--- config.mk ---
export PLATFORM = sky130hd
export DESIGN_NAME = lmr_top
export DESIGN_NICKNAME = d
export VERILOG_FILES = /design/src/lmr_pkg.sv /design/src/lmr_smp_if.sv /design/src/lmr_fmt.sv /design/src/lmr_bank.sv /design/src/lmr_top.sv
export VERILOG_INCLUDE_DIRS = /design/src /design/src/src
export SDC_FILE = /design/constraint.sdc
export NUM_CORES = 1
export LEC_CHECK = 0
export BUFFER_PORTS_ARGS = -buffer_cell sky130_fd_sc_hd__buf_4
export CAP_MARGIN = 20
export CORE_ASPECT_RATIO = 1.2
export CORE_MARGIN = 1
export CORE_UTILIZATION = 34
export DETAILED_ROUTE_END_ITERATION = 8
export GPL_ROUTABILITY_DRIVEN = 0
export PLACE_DENSITY = 0.54
export SYNTH_ARGS = -nofsm -noshare
export SYNTH_HDL_FRONTEND = slang
export SYNTH_SLANG_ARGS = --single-unit
--- constraint.sdc ---
create_clock -name clk -period 6.8 [get_ports clk]
set_input_delay 0 -clock clk [delete_from_list [all_inputs] [get_ports clk]]
set_output_delay 0 -clock clk [all_outputs]
set_load 0.01 [all_outputs]
--- src/lmr_params.svh ---
// Register indices, field positions and reset values of the line monitor readout.
// Assumes byte address = 4 x register index on a 32-bit register bus.
`ifndef LMR_PARAMS_SVH
`define LMR_PARAMS_SVH

// ****************************************************************
// Register indices
// ****************************************************************
`define LMR_IDX_LOOP     8'h4f
`define LMR_IDX_TIP      8'h50
`define LMR_IDX_RING     8'h51
`define LMR_IDX_BAT_A    8'h52
`define LMR_IDX_BAT_B    8'h53
`define LMR_IDX_Q1       8'h54
`define LMR_IDX_CFG      8'h60
`define LMR_NUM_MON      6

// ****************************************************************
// Fields and limits
// ****************************************************************
`define LMR_LOOP_POL_BIT 6
`define LMR_LOOP_MAG_MAX 8'h3f
`define LMR_CODE_MAX     8'hff
`define LMR_CFG_EN_BIT   0
`define LMR_CFG_OFF_LSB  8
`define LMR_MON_RESET    8'h00
`define LMR_CFG_RESET    9'h000

// ****************************************************************
// Bus responses
// ****************************************************************
`define LMR_RESP_OKAY    2'b00
`define LMR_RESP_SLVERR  2'b10

`endif

--- src/lmr_pkg.sv ---
// Types shared by the line monitor readout modules.
// Assumes lmr_params.svh is on the include path.
`default_nettype none

package lmr_pkg;

  typedef enum logic [2:0] {
    LMR_CH_LOOP  = 3'b000,
    LMR_CH_TIP   = 3'b001,
    LMR_CH_RING  = 3'b010,
    LMR_CH_BAT_A = 3'b011,
    LMR_CH_BAT_B = 3'b100,
    LMR_CH_Q1    = 3'b101
  } lmr_chan_t;

  typedef enum logic [0:0] {
    LMR_W_IDLE = 1'b0,
    LMR_W_RESP = 1'b1
  } lmr_wr_st_t;

  typedef enum logic [0:0] {
    LMR_R_IDLE = 1'b0,
    LMR_R_DATA = 1'b1
  } lmr_rd_st_t;

endpackage

`default_nettype wire

--- src/lmr_smp_if.sv ---
// Carrier between sample source, formatter and monitor bank.
// Assumes one clock; all signals are synchronous to it.
`timescale 1ns/1ps
`default_nettype none

interface lmr_smp_if #(parameter int RAW_W = 12);
  logic             smp_valid;
  logic [2:0]       smp_chan;
  logic [RAW_W-1:0] smp_raw;
  logic             bias_en;
  logic [7:0]       bias_off;
  logic             code_valid;
  logic [2:0]       code_chan;
  logic [7:0]       code;

  modport src  (output smp_valid, smp_chan, smp_raw, bias_en, bias_off);
  modport fmt  (input smp_valid, smp_chan, smp_raw, bias_en, bias_off,
                output code_valid, code_chan, code);
  modport bank (input code_valid, code_chan, code);
endinterface

`default_nettype wire

--- src/lmr_fmt.sv ---
// Formats one signed converter result per strobe into a monitor code.
// Assumes raw values are in units of the target register's step.
`timescale 1ns/1ps
`default_nettype none

`include "lmr_params.svh"

module lmr_fmt #(
  parameter int RAW_W = 12
) (
  input  wire logic clk,       // System clock
  input  wire logic rst_b,     // Async reset, active low
  lmr_smp_if.fmt    smp        // Samples in, codes out
);
  import lmr_pkg::*;

  logic             cv_q, cv_d;
  logic [2:0]       ch_q, ch_d;
  logic [7:0]       code_q, code_d;

  always_comb begin
    logic [RAW_W-1:0] mag;
    logic [RAW_W-1:0] pos;
    logic [RAW_W-1:0] off;
    mag = smp.smp_raw[RAW_W-1] ? RAW_W'(-smp.smp_raw) : smp.smp_raw;
    pos = smp.smp_raw[RAW_W-1] ? '0 : smp.smp_raw;
    off = RAW_W'(smp.bias_off);
    cv_d = 1'b0;
    ch_d = ch_q;
    code_d = code_q;
    if (smp.smp_valid) begin
      ch_d = smp.smp_chan;
      cv_d = 1'b1;
      case (lmr_chan_t'(smp.smp_chan))
        LMR_CH_LOOP: begin
          code_d = (mag > RAW_W'(`LMR_LOOP_MAG_MAX)) ? `LMR_LOOP_MAG_MAX : {2'b00, mag[5:0]};
          code_d[`LMR_LOOP_POL_BIT] = smp.smp_raw[RAW_W-1];
          code_d[7] = 1'b0;
        end
        LMR_CH_TIP, LMR_CH_RING, LMR_CH_BAT_A, LMR_CH_BAT_B: begin
          code_d = (pos > RAW_W'(`LMR_CODE_MAX)) ? `LMR_CODE_MAX : pos[7:0];
        end
        LMR_CH_Q1: begin
          if (smp.bias_en) begin
            pos = (pos > off) ? RAW_W'(pos - off) : '0;
          end
          code_d = (pos > RAW_W'(`LMR_CODE_MAX)) ? `LMR_CODE_MAX : pos[7:0];
        end
        default: begin
          cv_d = 1'b0;
        end
      endcase
    end
  end

  always_ff @(posedge clk or negedge rst_b) begin
    if (!rst_b) begin
      cv_q   <= 1'b0;
      ch_q   <= 3'b000;
      code_q <= `LMR_MON_RESET;
    end else begin
      cv_q   <= cv_d;
      ch_q   <= ch_d;
      code_q <= code_d;
    end
  end

  assign smp.code_valid = cv_q;
  assign smp.code_chan  = ch_q;
  assign smp.code       = code_q;
endmodule

`default_nettype wire

--- src/lmr_bank.sv ---
// Holds the six monitor registers; each keeps its latest completed code.
// Assumes codes arrive from lmr_fmt one per strobe.
`timescale 1ns/1ps
`default_nettype none

`include "lmr_params.svh"

module lmr_bank (
  input  wire logic        clk,      // System clock
  input  wire logic        rst_b,    // Async reset, active low
  lmr_smp_if.bank          smp,      // Formatted codes
  output var  logic [47:0] mon_flat  // Monitor registers, loop in low byte
);
  import lmr_pkg::*;

  for (genvar i = 0; i < `LMR_NUM_MON; i++) begin : g_mon
    logic [7:0] mon_q, mon_d;
    always_comb begin
      mon_d = mon_q;
      if (smp.code_valid && (smp.code_chan == 3'(i))) begin
        mon_d = smp.code;
      end
    end
    always_ff @(posedge clk or negedge rst_b) begin
      if (!rst_b) begin
        mon_q <= `LMR_MON_RESET;
      end else begin
        mon_q <= mon_d;
      end
    end
    assign mon_flat[8*i +: 8] = mon_q;
  end
endmodule

`default_nettype wire

--- src/lmr_top.sv ---
// Line monitor readout: AXI4-Lite slave over the read-only line monitors.
// Assumes converter results arrive synchronous to clk, one per strobe.
`timescale 1ns/1ps
`default_nettype none

`include "lmr_params.svh"

module lmr_top #(
  parameter int ADDR_W = 10,
  parameter int RAW_W  = 12
) (
  input  wire logic                clk,            // System clock, 50 MHz
  input  wire logic                rst_b,          // Async reset, active low
  // Converter results
  input  wire logic                conv_valid,     // One-cycle result strobe
  input  wire logic [2:0]          conv_chan,      // Quantity of the result
  input  wire logic [RAW_W-1:0]    conv_raw,       // Signed result in code steps
  // AXI4-Lite write address
  input  wire logic                s_axi_awvalid,  // Write address valid
  output var  logic                s_axi_awready,  // Write address ready
  input  wire logic [ADDR_W-1:0]   s_axi_awaddr,   // Write byte address
  input  wire logic [2:0]          s_axi_awprot,   // Protection, unused
  // AXI4-Lite write data
  input  wire logic                s_axi_wvalid,   // Write data valid
  output var  logic                s_axi_wready,   // Write data ready
  input  wire logic [31:0]         s_axi_wdata,    // Write data
  input  wire logic [3:0]          s_axi_wstrb,    // Byte enables
  // AXI4-Lite write response
  output var  logic                s_axi_bvalid,   // Write response valid
  input  wire logic                s_axi_bready,   // Write response ready
  output var  logic [1:0]          s_axi_bresp,    // Write response code
  // AXI4-Lite read address
  input  wire logic                s_axi_arvalid,  // Read address valid
  output var  logic                s_axi_arready,  // Read address ready
  input  wire logic [ADDR_W-1:0]   s_axi_araddr,   // Read byte address
  input  wire logic [2:0]          s_axi_arprot,   // Protection, unused
  // AXI4-Lite read data
  output var  logic                s_axi_rvalid,   // Read data valid
  input  wire logic                s_axi_rready,   // Read data ready
  output var  logic [31:0]         s_axi_rdata,    // Read data
  output var  logic [1:0]          s_axi_rresp     // Read response code
);
  import lmr_pkg::*;

  // ****************************************************************
  // Elaboration checks
  // ****************************************************************
  if (ADDR_W < 10 || ADDR_W > 32) begin : g_chk_addr
    $error("lmr_top: ADDR_W must lie between 10 and 32");
  end
  if (RAW_W < 9 || RAW_W > 31) begin : g_chk_raw
    $error("lmr_top: RAW_W must lie between 9 and 31");
  end

  localparam int IDX_W = ADDR_W - 2;

  // ****************************************************************
  // Declarations
  // ****************************************************************
  lmr_wr_st_t        wst_q, wst_d;
  logic              aw_got_q, aw_got_d;
  logic              w_got_q, w_got_d;
  logic [IDX_W-1:0]  widx_q, widx_d;
  logic [31:0]       wdata_q, wdata_d;
  logic [3:0]        wstrb_q, wstrb_d;
  logic              awready_q, awready_d;
  logic              wready_q, wready_d;
  logic              bvalid_q, bvalid_d;
  logic [1:0]        bresp_q, bresp_d;
  logic              bias_en_q, bias_en_d;
  logic [7:0]        bias_off_q, bias_off_d;

  lmr_rd_st_t        rst_q, rst_d;
  logic              arready_q, arready_d;
  logic              rvalid_q, rvalid_d;
  logic [31:0]       rdata_q, rdata_d;
  logic [1:0]        rresp_q, rresp_d;

  logic [47:0]       mon_flat;
  logic [IDX_W-1:0]  ridx;

  lmr_smp_if #(.RAW_W(RAW_W)) smp ();

  // ****************************************************************
  // Index decode helpers
  // ****************************************************************
  function automatic logic is_mon(input logic [IDX_W-1:0] idx);
    is_mon = (idx >= IDX_W'(`LMR_IDX_LOOP)) && (idx <= IDX_W'(`LMR_IDX_Q1));
  endfunction

  function automatic logic is_cfg(input logic [IDX_W-1:0] idx);
    is_cfg = (idx == IDX_W'(`LMR_IDX_CFG));
  endfunction

  // ****************************************************************
  // Write channel: address and data in either order, then response
  // ****************************************************************
  always_comb begin
    wst_d      = wst_q;
    aw_got_d   = aw_got_q;
    w_got_d    = w_got_q;
    widx_d     = widx_q;
    wdata_d    = wdata_q;
    wstrb_d    = wstrb_q;
    bvalid_d   = bvalid_q;
    bresp_d    = bresp_q;
    bias_en_d  = bias_en_q;
    bias_off_d = bias_off_q;
    case (wst_q)
      LMR_W_IDLE: begin
        if (s_axi_awvalid && awready_q) begin
          aw_got_d = 1'b1;
          widx_d   = s_axi_awaddr[ADDR_W-1:2];
        end
        if (s_axi_wvalid && wready_q) begin
          w_got_d = 1'b1;
          wdata_d = s_axi_wdata;
          wstrb_d = s_axi_wstrb;
        end
        if (aw_got_d && w_got_d) begin
          aw_got_d = 1'b0;
          w_got_d  = 1'b0;
          bvalid_d = 1'b1;
          wst_d    = LMR_W_RESP;
          if (is_cfg(widx_d)) begin
            bresp_d = `LMR_RESP_OKAY;
            if (wstrb_d[0]) begin
              bias_en_d = wdata_d[`LMR_CFG_EN_BIT];
            end
            if (wstrb_d[1]) begin
              bias_off_d = wdata_d[`LMR_CFG_OFF_LSB +: 8];
            end
          end else if (is_mon(widx_d)) begin
            bresp_d = `LMR_RESP_OKAY;
          end else begin
            bresp_d = `LMR_RESP_SLVERR;
          end
        end
      end
      LMR_W_RESP: begin
        if (s_axi_bready) begin
          bvalid_d = 1'b0;
          wst_d    = LMR_W_IDLE;
        end
      end
      default: begin
        wst_d    = LMR_W_IDLE;
        bvalid_d = 1'b0;
      end
    endcase
    awready_d = (wst_d == LMR_W_IDLE) && !aw_got_d;
    wready_d  = (wst_d == LMR_W_IDLE) && !w_got_d;
  end

  always_ff @(posedge clk or negedge rst_b) begin
    if (!rst_b) begin
      wst_q      <= LMR_W_IDLE;
      aw_got_q   <= 1'b0;
      w_got_q    <= 1'b0;
      widx_q     <= '0;
      wdata_q    <= 32'h0000_0000;
      wstrb_q    <= 4'h0;
      awready_q  <= 1'b0;
      wready_q   <= 1'b0;
      bvalid_q   <= 1'b0;
      bresp_q    <= `LMR_RESP_OKAY;
      bias_en_q  <= 1'(`LMR_CFG_RESET);
      bias_off_q <= 8'(`LMR_CFG_RESET >> 1);
    end else begin
      wst_q      <= wst_d;
      aw_got_q   <= aw_got_d;
      w_got_q    <= w_got_d;
      widx_q     <= widx_d;
      wdata_q    <= wdata_d;
      wstrb_q    <= wstrb_d;
      awready_q  <= awready_d;
      wready_q   <= wready_d;
      bvalid_q   <= bvalid_d;
      bresp_q    <= bresp_d;
      bias_en_q  <= bias_en_d;
      bias_off_q <= bias_off_d;
    end
  end

  // ****************************************************************
  // Read channel: data one cycle after the address is taken
  // ****************************************************************
  assign ridx = s_axi_araddr[ADDR_W-1:2];

  always_comb begin
    logic [IDX_W-1:0] sel;
    sel       = IDX_W'(ridx - IDX_W'(`LMR_IDX_LOOP));
    rst_d     = rst_q;
    arready_d = arready_q;
    rvalid_d  = rvalid_q;
    rdata_d   = rdata_q;
    rresp_d   = rresp_q;
    case (rst_q)
      LMR_R_IDLE: begin
        arready_d = 1'b1;
        if (s_axi_arvalid && arready_q) begin
          arready_d = 1'b0;
          rvalid_d  = 1'b1;
          rst_d     = LMR_R_DATA;
          rresp_d   = `LMR_RESP_OKAY;
          rdata_d   = 32'h0000_0000;
          if (is_mon(ridx)) begin
            rdata_d[7:0] = mon_flat[8*sel[2:0] +: 8];
          end else if (is_cfg(ridx)) begin
            rdata_d[`LMR_CFG_EN_BIT]       = bias_en_q;
            rdata_d[`LMR_CFG_OFF_LSB +: 8] = bias_off_q;
          end else begin
            rresp_d = `LMR_RESP_SLVERR;
          end
        end
      end
      LMR_R_DATA: begin
        if (s_axi_rready) begin
          rvalid_d  = 1'b0;
          arready_d = 1'b1;
          rst_d     = LMR_R_IDLE;
        end
      end
      default: begin
        rst_d     = LMR_R_IDLE;
        rvalid_d  = 1'b0;
        arready_d = 1'b0;
      end
    endcase
  end

  always_ff @(posedge clk or negedge rst_b) begin
    if (!rst_b) begin
      rst_q     <= LMR_R_IDLE;
      arready_q <= 1'b0;
      rvalid_q  <= 1'b0;
      rdata_q   <= 32'h0000_0000;
      rresp_q   <= `LMR_RESP_OKAY;
    end else begin
      rst_q     <= rst_d;
      arready_q <= arready_d;
      rvalid_q  <= rvalid_d;
      rdata_q   <= rdata_d;
      rresp_q   <= rresp_d;
    end
  end

  // ****************************************************************
  // Sample path: formatter then monitor bank
  // ****************************************************************
  assign smp.smp_valid = conv_valid;
  assign smp.smp_chan  = conv_chan;
  assign smp.smp_raw   = conv_raw;
  assign smp.bias_en   = bias_en_q;
  assign smp.bias_off  = bias_off_q;

  lmr_fmt #(
    .RAW_W (RAW_W)
  ) u_fmt (
    .clk   (clk),
    .rst_b (rst_b),
    .smp   (smp)
  );

  lmr_bank u_bank (
    .clk      (clk),
    .rst_b    (rst_b),
    .smp      (smp),
    .mon_flat (mon_flat)
  );

  // ****************************************************************
  // Outputs
  // ****************************************************************
  assign s_axi_awready = awready_q;
  assign s_axi_wready  = wready_q;
  assign s_axi_bvalid  = bvalid_q;
  assign s_axi_bresp   = bresp_q;
  assign s_axi_arready = arready_q;
  assign s_axi_rvalid  = rvalid_q;
  assign s_axi_rdata   = rdata_q;
  assign s_axi_rresp   = rresp_q;

endmodule

`default_nettype wire

==> impl_metrics.py, run 1 <==
metrics = {
    "outcome": {
        "run_status": "complete, no violations",
    },
    "setup_path": {
        "startpoint_type": "flip-flop",
        "path_cells": "xnor2_1 > ha_1 > nand3b_4 > o21a_1 > o41a_1 > nor3b_2 > o31ai_1 > a311o_1 > a31oi_1 > o22a_1",
        "reg2reg_depth": 10,
        "slowest_delay_ns": 0.52,
        "cp_slowest_cell": "o41a_1",
        "cp.required_ns": 7.14,
        "cp_num_cells": 10,
        "crit_type": "reg -> reg",
        "end_kind": "flip-flop",
        "cp_top_family": "compound AO/OA/AOI/OAI gates",
        "crit_path_max_fanout": 11,
        "worstPathArrival_ns": 3.51,
        "path_buf_inv": 0,
    },
    "clock_network": {
        "clockBufferDepth": 2,
        "cts_tree": "built",
        "insertion_delay_ns": 0.41,
        "clk_pin_slew_ns": 0.06,
        "htreeDepth": 4,
        "cts_buffers": 17,
        "cts_resized": 0,
        "cts_root_buf": "clkbuf_16",
        "cts_sinks": 115,
    },
    "sta": {
        "whs_ns": 0.00989,
        "grt_setup_unrepaired": "false",
        "slew_viol_final": 0,
        "max_slew.worst_pin.slew_ns": 0.924,
        "setup_viol": 0,
        "period_needed_ns": 3.17,
        "finalClockSkew_ns": 0.00508,
        "fin_tns_setup_ns": 0,
        "fmax_mhz": 316,
        "period_share_pct": 46.6,
        "hold_violations": 0,
        "max_slew_margin_pct": 38.2,
    },
    "floorplanning": {
        "initial_core_util_pct": 34.6,
        "dieHeight_um": 153,
        "num_io_pins": 126,
        "coreArea_um2": 18800,
        "die_area_um2": 19700,
        "fp-row-count": 55,
        "die_width_um": 128,
    },
    "routing": {
        "drt_iter0_drc": 256,
        "dr_total_vias": 5005,
        "drc": 0,
        "antenna_left": 0,
        "wl_per_cell_um": 15.5,
        "vias_per_cell": 5.05,
        "wl_um": 15400,
        "drtPass1Iterations": 4,
    },
    "synthesis": {
        "yosysTopAreaCell": "dfrtp_1",
        "ys_warn_count": 0,
        "synth_cells": 633,
        "yosysMostFrequentCell": "dfrtp_1",
        "yosysUniqueCellTypes": 76,
        "avgSynthCellArea_um2": 10.3,
        "async_flop_share_pct": 100,
        "yosysTopAreaCellShare_pct": 44.3,
        "ys_top_cells_by_area": "dfrtp_1, mux2_2, nand2_1",
        "synth_edf_count": 0,
        "ys_top_cells_by_count": "dfrtp_1, mux2_2, nand2_1",
        "ys.flop_type": "dfrtp_1",
        "syn_area_um2": 6500,
        "seq_area_frac_synth_pct": 44.3,
        "synth_seq_cells": 115,
    },
    "global_routing": {
        "gr-total-overflow": 0,
        "track_usage_pct": 16.5,
        "grt_pass1_wl_um": 25400,
        "grt_pass1_vias": 5093,
        "grt_max_degree": 66,
        "antenna_found_initial": 0,
    },
    "power_and_ir_drop": {
        "p_per_area_nw_per_um2": 338,
        "ir_drop_mv": 0.183,
        "leakage_nw": 3.40,
    },
    "place": {
        "dp_hpwl_um": 11200,
        "dp.cells": 932,
        "portBuffers": 72,
        "place_area_um2": 7180,
    },
    "finish": {
        "syn2layout_area_growth_pct": 24.0,
        "insertedDiodeCount": 0,
        "finalInstanceArea_um2": 8060,
        "fillers": 1858,
        "drive_gt1_share_pct": 27.5,
        "seq_area_um2": 2880,
        "nets": 813,
        "instances_no_fill": 991,
        "multiInputGateArea_um2": 3350,
        "fin_util_pct": 42.9,
    },
    "min_path": {
        "hp-class": "in -> reg",
        "hold_path_depth": 4,
    },
    "job": {
        "drv_cap": 0,
    },
}
## report_power, final
group          total (W)  internal [W]  switching (W)
logic           0.000732      0.000401       0.000331
registers        0.00108      0.000922       0.000156
clock network   0.000912      0.000594       0.000318
total            0.00272       0.00192       0.000805
## path summary, 6_finish.rpt
kind	start	end	slack, ns
min in group asynchronous	rst_b	s_axi_rdata[1]	0.15
max in group asynchronous	rst_b	widx_q[0]	5.37
worst min-delay path	conv_raw[0]	u_fmt.smp.code[0]	0.01
worst min register to register	s_axi_rdata[5]	s_axi_rdata[5]	0.48
worst max register to register	bias_off_q[1]	u_fmt.smp.code[5]	3.63
worst max-delay path	bias_off_q[1]	u_fmt.smp.code[5]	3.63
## final cells by class
class / count / area share (%)
Tap cell: 256 / 3.97
Clock inverter: 13 / 1.94
Clock buffer: 19 / 5.62
Multi-Input combinational cell: 468 / 41.6
Inverter: 17 / 0.791
Sequential cell: 115 / 35.7
Timing Repair Buffer: 103 / 10.4
## timing repair
action,4_1_cts,5_1_grt
hold endpoints to repair,90,0
endpoints found under the setup margin,0,0
buffers inserted,0,0
hold buffers,27,0
## through the flow
stage	power (W)	worst slack, ns
after CTS	0.00276	3.65
after detailed placement	0.00182	3.50
after global placement	0.00177	3.55
after global routing	0.00290	3.40
after floorplan	0.00160	4.05
final	0.00272	3.63
## layout by cell type, fill, tap and decap left out, types with 8 or more instances in the layout
cell type | synthesis | final
mux2_2 | 72 | 72
inv_1 | 15 | 15
clkbuf_16 | 0 | 17
xnor2_1 | 9 | 9
nand2_1 | 65 | 65
nor3_1 | 19 | 18
a21oi_1 | 37 | 37
conb_1 | 1 | 18
o31ai_1 | 8 | 8
o21ai_0 | 35 | 35
mux2i_1 | 20 | 20
nor2b_1 | 8 | 8
dfrtp_1 | 115 | 115
dlygate4sd3_1 | 0 | 27
nand2b_1 | 9 | 9
mux4_2 | 8 | 8
buf_4 | 21 | 76
nand3_1 | 8 | 8
nor2_1 | 44 | 44
## worst reg2reg max path: stages, from the launching register on
cell and delay, ns:
dfrtp_1 0.51, xnor2_1 0.27, ha_1 0.33, nand3b_4 0.09, o21a_1 0.11, o41a_1 0.52
nor3b_2 0.31, o31ai_1 0.13, a311o_1 0.45, a31oi_1 0.24, o22a_1 0.16
## state kept, by name, summed over array words and instances (netlist names), 2 cells and up
name,cells
u_bank.g_mon.mon_q,48
s_axi_rdata,16
wdata_q,9
bias_off_q,8
u_fmt.smp.code,8
widx_q,8
u_fmt.smp.code_chan,3
wstrb_q,2
## layer usage
layer | global-route usage (%) | vias up | share of wire (%)
li1 | - | 2444 | -
met5 | 0 | - | 0
met3 | 4.06 | 20 | 3.3
met1 | 18.9 | 2454 | 42
met2 | 29.3 | 87 | 52
met4 | 6.44 | 0 | 2.7
## kinds of logic (layout without fill, tap and decap cells)
group | count (synthesis) | in the layout | synth area share (%)
AOI/OAI and AO/OA | 135 | 135 | 14.0
DFF | 115 | 115 | 44.3
adders and majority gates | 6 | 6 | 1.15
xor gates and xnor gates | 14 | 14 | 1.89
other | 1 | 18 | 0.0577
muxes | 100 | 100 | 18.3
buffers and inverters | 67 | 152 | 5.31
and+or+nand+nor | 195 | 195 | 15.0
Note: power is estimated with default switching activity, not from simulation.
==> run 2, diff against run 1 <==
ABC_AREA = 1   (was default)
clock period = 3.2 ns   (was 6.8 ns; I/O delays follow)
==> impl_metrics.py, run 2 <==
metrics = {
    "finish": {
        "layout_common_cells": "nand2_1, o21ai_0, dfrtp_1, inv_1, buf_4",
        "finalInstanceArea_um2": 7880,
        "nets": 997,
        "final_common_cell": "nand2_1",
        "seq_area_um2": 2880,
        "fillers": 1858,
        "multiInputGateArea_um2": 2880,
        "drive_gt1_share_pct": 16.4,
        "top_register": "u_bank.g_mon.mon_q",
        "syn2layout_area_growth_pct": 25.0,
        "insertedDiodeCount": 0,
        "largest_reg_flops": 48,
    },
    "power_and_ir_drop": {
        "switchingPower_w": 0.00184,
        "p_sw_share_pct": 32.1,
        "seqPwrFrac_pct": 38.6,
        "p_comb_share_pct": 26.6,
        "p_int_w": 0.00389,
        "leakage_nw": 3.93,
        "ir_drop_mv": 0.553,
        "clkPwrFrac_pct": 34.8,
        "p_per_area_nw_per_um2": 726,
    },
    "setup_path": {
        "end_kind": "flip-flop",
        "slowest_delay_ns": 0.38,
        "path_buf_inv": 1,
        "crit_top_cell": "nand2_1",
        "cp_slowest_cell": "dfrtp_1",
        "worstPathArrival_ns": 2.39,
        "startpoint_type": "flip-flop",
        "path_cells": "inv_1 > ha_1 > nand3_2 > nor2_1 > nor2_1 > nand2_1 > a21oi_2 > nand2_1 > o211ai_1 > nand2_1 > nand2_1 > a21oi_1",
        "cp_top_family": "simple AND/OR/NAND/NOR gates",
        "crit_path_max_fanout": 5,
        "crit_type": "reg -> reg",
        "cp.required_ns": 3.49,
    },
    "clock_network": {
        "cts_root_buf": "clkbuf_16",
        "cts_buffers": 17,
        "cts_sinks": 115,
        "clockBufferDepth": 2,
        "clk_pin_slew_ns": 0.05,
        "htreeDepth": 4,
        "cts_resized": 0,
        "postCtsSetupRepairBufs": 0,
        "cts_tree": "built",
        "cts_hold_buf": 26,
        "insertion_delay_ns": 0.41,
    },
    "synthesis": {
        "synth_cells": 810,
        "ys.flop_type": "dfrtp_1",
        "async_flop_share_pct": 100,
        "syn_area_um2": 6310,
        "yosysTopAreaCell": "dfrtp_1",
        "yosysTopAreaCellShare_pct": 45.6,
        "seq_area_frac_synth_pct": 45.6,
        "ys_top_cells_by_count": "nand2_1, o21ai_0, dfrtp_1",
        "synth_seq_cells": 115,
        "ys_warn_count": 0,
        "yosysUniqueCellTypes": 44,
        "synth_edf_count": 0,
        "yosysMostFrequentCell": "nand2_1",
        "ys_top_cells_by_area": "dfrtp_1, nand2_1, o21ai_0",
        "avgSynthCellArea_um2": 7.79,
    },
    "min_path": {
        "hp-class": "in -> reg",
    },
    "routing": {
        "wl_per_cell_um": 13.4,
        "wl_um": 15400,
        "drtPass1Iterations": 4,
        "antenna_left": 0,
        "drt_iter0_drc": 249,
        "vias_per_cell": 4.71,
        "drc": 0,
        "dr_total_vias": 5384,
    },
    "place": {
        "portBuffers": 72,
        "dp_hpwl_um": 11200,
        "place_area_um2": 7000,
    },
    "sta": {
        "max_slew_margin_pct": 51.3,
        "fmax_mhz": 477,
        "hold_violations": 0,
        "grt_setup_unrepaired": "false",
        "max_slew.worst_pin.slew_ns": 0.731,
        "finalClockSkew_ns": 0.0103,
        "fin_tns_setup_ns": 0,
        "period_share_pct": 65.6,
        "period_needed_ns": 2.10,
        "setup_viol": 0,
        "slew_viol_final": 0,
    },
    "global_routing": {
        "gr-total-overflow": 0,
        "antenna_found_initial": 0,
        "track_usage_pct": 17.2,
        "grt_max_degree": 88,
        "grt_pass1_wl_um": 25700,
        "grt_pass1_vias": 5280,
    },
    "floorplanning": {
        "fp-row-count": 54,
        "die_area_um2": 19100,
        "initial_core_util_pct": 34.7,
        "num_io_pins": 126,
        "dieHeight_um": 151,
        "coreArea_um2": 18200,
        "die_width_um": 126,
    },
    "outcome": {
        "run_status": "complete, no violations",
    },
    "job": {
        "drv_cap": 0,
    },
}
## run 2: changes by cell type after synthesis, sizes merged, moves of 31 or more
cell	change
mux2	-72
o21ai	+91
inv	+78
nor2	+32
nand2	+136
nand3	+31
## run 2: cell type report
type	count	area share, %
Clock inverter	14	2.37
Sequential cell	115	36.5
Multi-Input combinational cell	573	36.5
Timing Repair Buffer	105	11.0
Clock buffer	18	5.57
Inverter	94	4.48
Tap cell	224	3.56
## run 2: tightest hold or removal path, stage by stage
cell and delay [ns]:
buf_4 0.16, a221oi_1 0.09, a21oi_1 0.15
## run 2: cell families after synthesis
kind of cell,after synthesis,synth area share [%]
other,1,0.0594
AOI/OAI and AO/OA,196,17.7
and+or+nand+nor,336,23.2
DFF,115,45.6
muxes,9,1.43
adders and majority gates,6,1.19
xor gates and xnor gates,8,1.11
buffers and inverters,139,9.74
## run 2: routing by layer
layer	share of wire, %	track usage, %
met5	0	0
met4	1.5	6.81
met3	2.2	3.39
met2	50	30.5
met1	46	20.6
## run 2: power groups by stage
stage	Sequential (W)	Clock [W]	Combinational (W)
floorplan	0.00218	0	0.00107
global placement	0.00223	0	0.00150
detailed placement	0.00223	0	0.00152
CTS	0.00221	0.00204	0.00155
global route	0.00227	0.00210	0.00177
finish	0.00221	0.00200	0.00152
## run 2: worst paths after layout
path	end	slack, ns	startpoint	cells after the start
max	u_fmt.smp.code[7]	1.10	bias_off_q[7]	12
min	u_fmt.smp.code[6]	0.04	conv_raw[11]	3
max reg2reg	u_fmt.smp.code[7]	1.10	bias_off_q[7]	12
min reg2reg	s_axi_rvalid	0.44	rst_q	1
max in group asynchronous	u_fmt.smp.code_chan[1]	2.35	rst_b	3
min in group asynchronous	s_axi_rdata[7]	0.06	rst_b	2
## run 2: metrics by stage
step | cells | util, % | hold slack, ns | total power [W] | setup WS (ns)
floorplan | 827 | - | -0.296 | 0.00325 | 1.30
global placement | 1085 | 38.5 | -0.0414 | 0.00372 | 0.993
detailed placement | 1085 | 38.5 | -0.0362 | 0.00375 | 0.948
CTS | 1143 | 43.4 | 0.0126 | 0.00580 | 1.08
global route | 1143 | 43.4 | 0.0874 | 0.00614 | 0.775
finish | 1143 | 43.4 | 0.0374 | 0.00573 | 1.10
==> run 3, diff against run 2 <==
clock period = 2.1 ns   (was 3.2 ns; I/O delays follow)
==> impl_metrics.py, run 3 (same netlist as run 2, synthesis figures left out) <==
metrics = {
    "routing": {
        "antenna_left": 0,
        "drtPass1Iterations": 4,
        "wl_per_cell_um": 13.8,
        "wl_um": 16100,
        "dr_total_vias": 5505,
        "vias_per_cell": 4.73,
        "drc": 0,
        "drt_iter0_drc": 200,
    },
    "global_routing": {
        "gr-total-overflow": 0,
        "grt_max_degree": 61,
        "grt_pass1_wl_um": 26700,
        "track_usage_pct": 18.0,
        "grt_pass1_vias": 5428,
        "antenna_found_initial": 0,
    },
    "power_and_ir_drop": {
        "p_comb_share_pct": 28.3,
        "p_per_area_nw_per_um2": 1090,
        "seqPwrFrac_pct": 37.6,
        "leakage_nw": 4.03,
        "ir_drop_mv": 0.655,
        "p_sw_share_pct": 32.5,
        "p_int_w": 0.00596,
        "finalPower_w": 0.00883,
        "clkPwrFrac_pct": 34.1,
        "switchingPower_w": 0.00287,
    },
    "setup_path": {
        "end_kind": "flip-flop",
        "cp.required_ns": 2.39,
        "crit_path_max_fanout": 3,
        "worstPathArrival_ns": 2.26,
        "startpoint_type": "flip-flop",
        "r2r-start": "bias_off_q[7]",
        "crit_type": "reg -> reg",
        "startpoint": "bias_off_q[7]",
    },
    "sta": {
        "slew_viol_final": 0,
        "period_needed_ns": 1.97,
        "finalClockSkew_ns": 0.00774,
        "max_slew_margin_pct": 58.3,
        "max_slew.worst_pin.slew_ns": 0.624,
        "period_share_pct": 93.9,
        "hold_violations": 0,
        "fmax_mhz": 507,
        "setup_viol": 0,
        "grt_setup_unrepaired": "true",
    },
    "job": {
        "drv_cap": 0,
    },
    "finish": {
        "final_common_cell": "nand2_1",
        "syn2layout_area_growth_pct": 28.0,
        "fin_util_pct": 44.4,
        "insertedDiodeCount": 0,
        "nets": 1018,
        "top_register": "u_bank.g_mon.mon_q",
        "largest_reg_flops": 48,
        "layout_common_cells": "nand2_1, dfrtp_1, o21ai_0, buf_4, inv_1",
        "drive_gt1_share_pct": 19.0,
    },
    "outcome": {
        "run_status": "complete, no violations",
    },
    "floorplanning": {
        "coreArea_um2": 18200,
        "die_area_um2": 19100,
        "die_width_um": 126,
        "dieHeight_um": 151,
        "fp-row-count": 54,
        "initial_core_util_pct": 34.7,
        "num_io_pins": 126,
    },
    "min_path": {
        "hp-class": "in -> async",
    },
    "place": {
        "portBuffers": 72,
        "dp_hpwl_um": 11700,
    },
    "clock_network": {
        "insertion_delay_ns": 0.41,
        "cts_sinks": 115,
        "cts_tree": "built",
        "htreeDepth": 4,
        "clk_pin_slew_ns": 0.06,
        "cts_buffers": 17,
        "clockBufferDepth": 2,
        "cts_root_buf": "clkbuf_16",
    },
}
run 3: per-layer routing:
layer / global-route usage [%] / share of wire (%)
met1: 21.7 / 46
met2: 32.1 / 51
met3: 3.50 / 2.7
met4: 5.90 / 1.0
met5: 0 / 0
run 3: worst paths after layout:
kind / slack (ns) / endpoint / cells after the start
max: 0.13 / u_fmt.smp.code[7] / 11
min: 0.03 / u_bank.g_mon[2].mon_q[2] / 2
max reg2reg: 0.13 / u_fmt.smp.code[7] / 11
min reg2reg: 0.44 / s_axi_rvalid / 1
max in group asynchronous: 1.43 / bias_off_q[4] / 3
min in group clk: 0.05 / u_fmt.smp.code[6] / 3
run 3: repair_timing:
action / 4_1_cts / 5_1_grt
gates resized for setup: 0 / 13
hold buffers: 25 / 0
buffers inserted: 0 / 2
endpoints found under the hold margin: 152 / 0
endpoints found under the setup margin: 0 / 16
run 3: cell type report:
class | instances | area (µm²)
Inverter | 94 | 353
Clock inverter | 11 | 150
Timing Repair Buffer | 126 | 1020
Fill cell | 1843 | 10100
Sequential cell | 115 | 2880
Clock buffer | 21 | 470
Tap cell | 224 | 280
Multi-Input combinational cell | 573 | 2920
run 3: critical path, cell delays in order (launching register included):
cell,delay [ns]
dfrtp_1,0.34
inv_1,0.05
ha_1,0.32
nand3_2,0.13
nor2_4,0.15
nand4_1,0.20
a21oi_4,0.26
nand2_2,0.09
o211ai_1,0.11
nand2_1,0.08
nand2_1,0.06
a21oi_1,0.06
run 3: power groups by stage:
stage / clock [W] / combinational, W / sequential (W)
after floorplan: 0 / 0.00162 / 0.00333
after global placement: 0 / 0.00241 / 0.00334
after detailed placement: 0 / 0.00245 / 0.00336
after CTS: 0.00306 / 0.00249 / 0.00332
after global routing: 0.00318 / 0.00288 / 0.00341
final: 0.00301 / 0.00250 / 0.00332
run 3: metrics by stage:
stage | setup WS, ns | TNS, ns | hold WS, ns | std cells | cell area [µm²]
final | 0.128 | 0 | 0.0321 | 1164 | 8080
after global routing | -0.0242 | -0.0242 | 0.0559 | 1164 | 8080
after CTS | 0.0503 | 0 | 0.0219 | 1162 | 8020
after detailed placement | 0.0594 | 0 | -0.0758 | 1105 | 7150
after global placement | 0.0959 | 0 | -0.0754 | 1105 | 7150
after floorplan | 0.196 | 0 | -0.296 | 827 | 6370
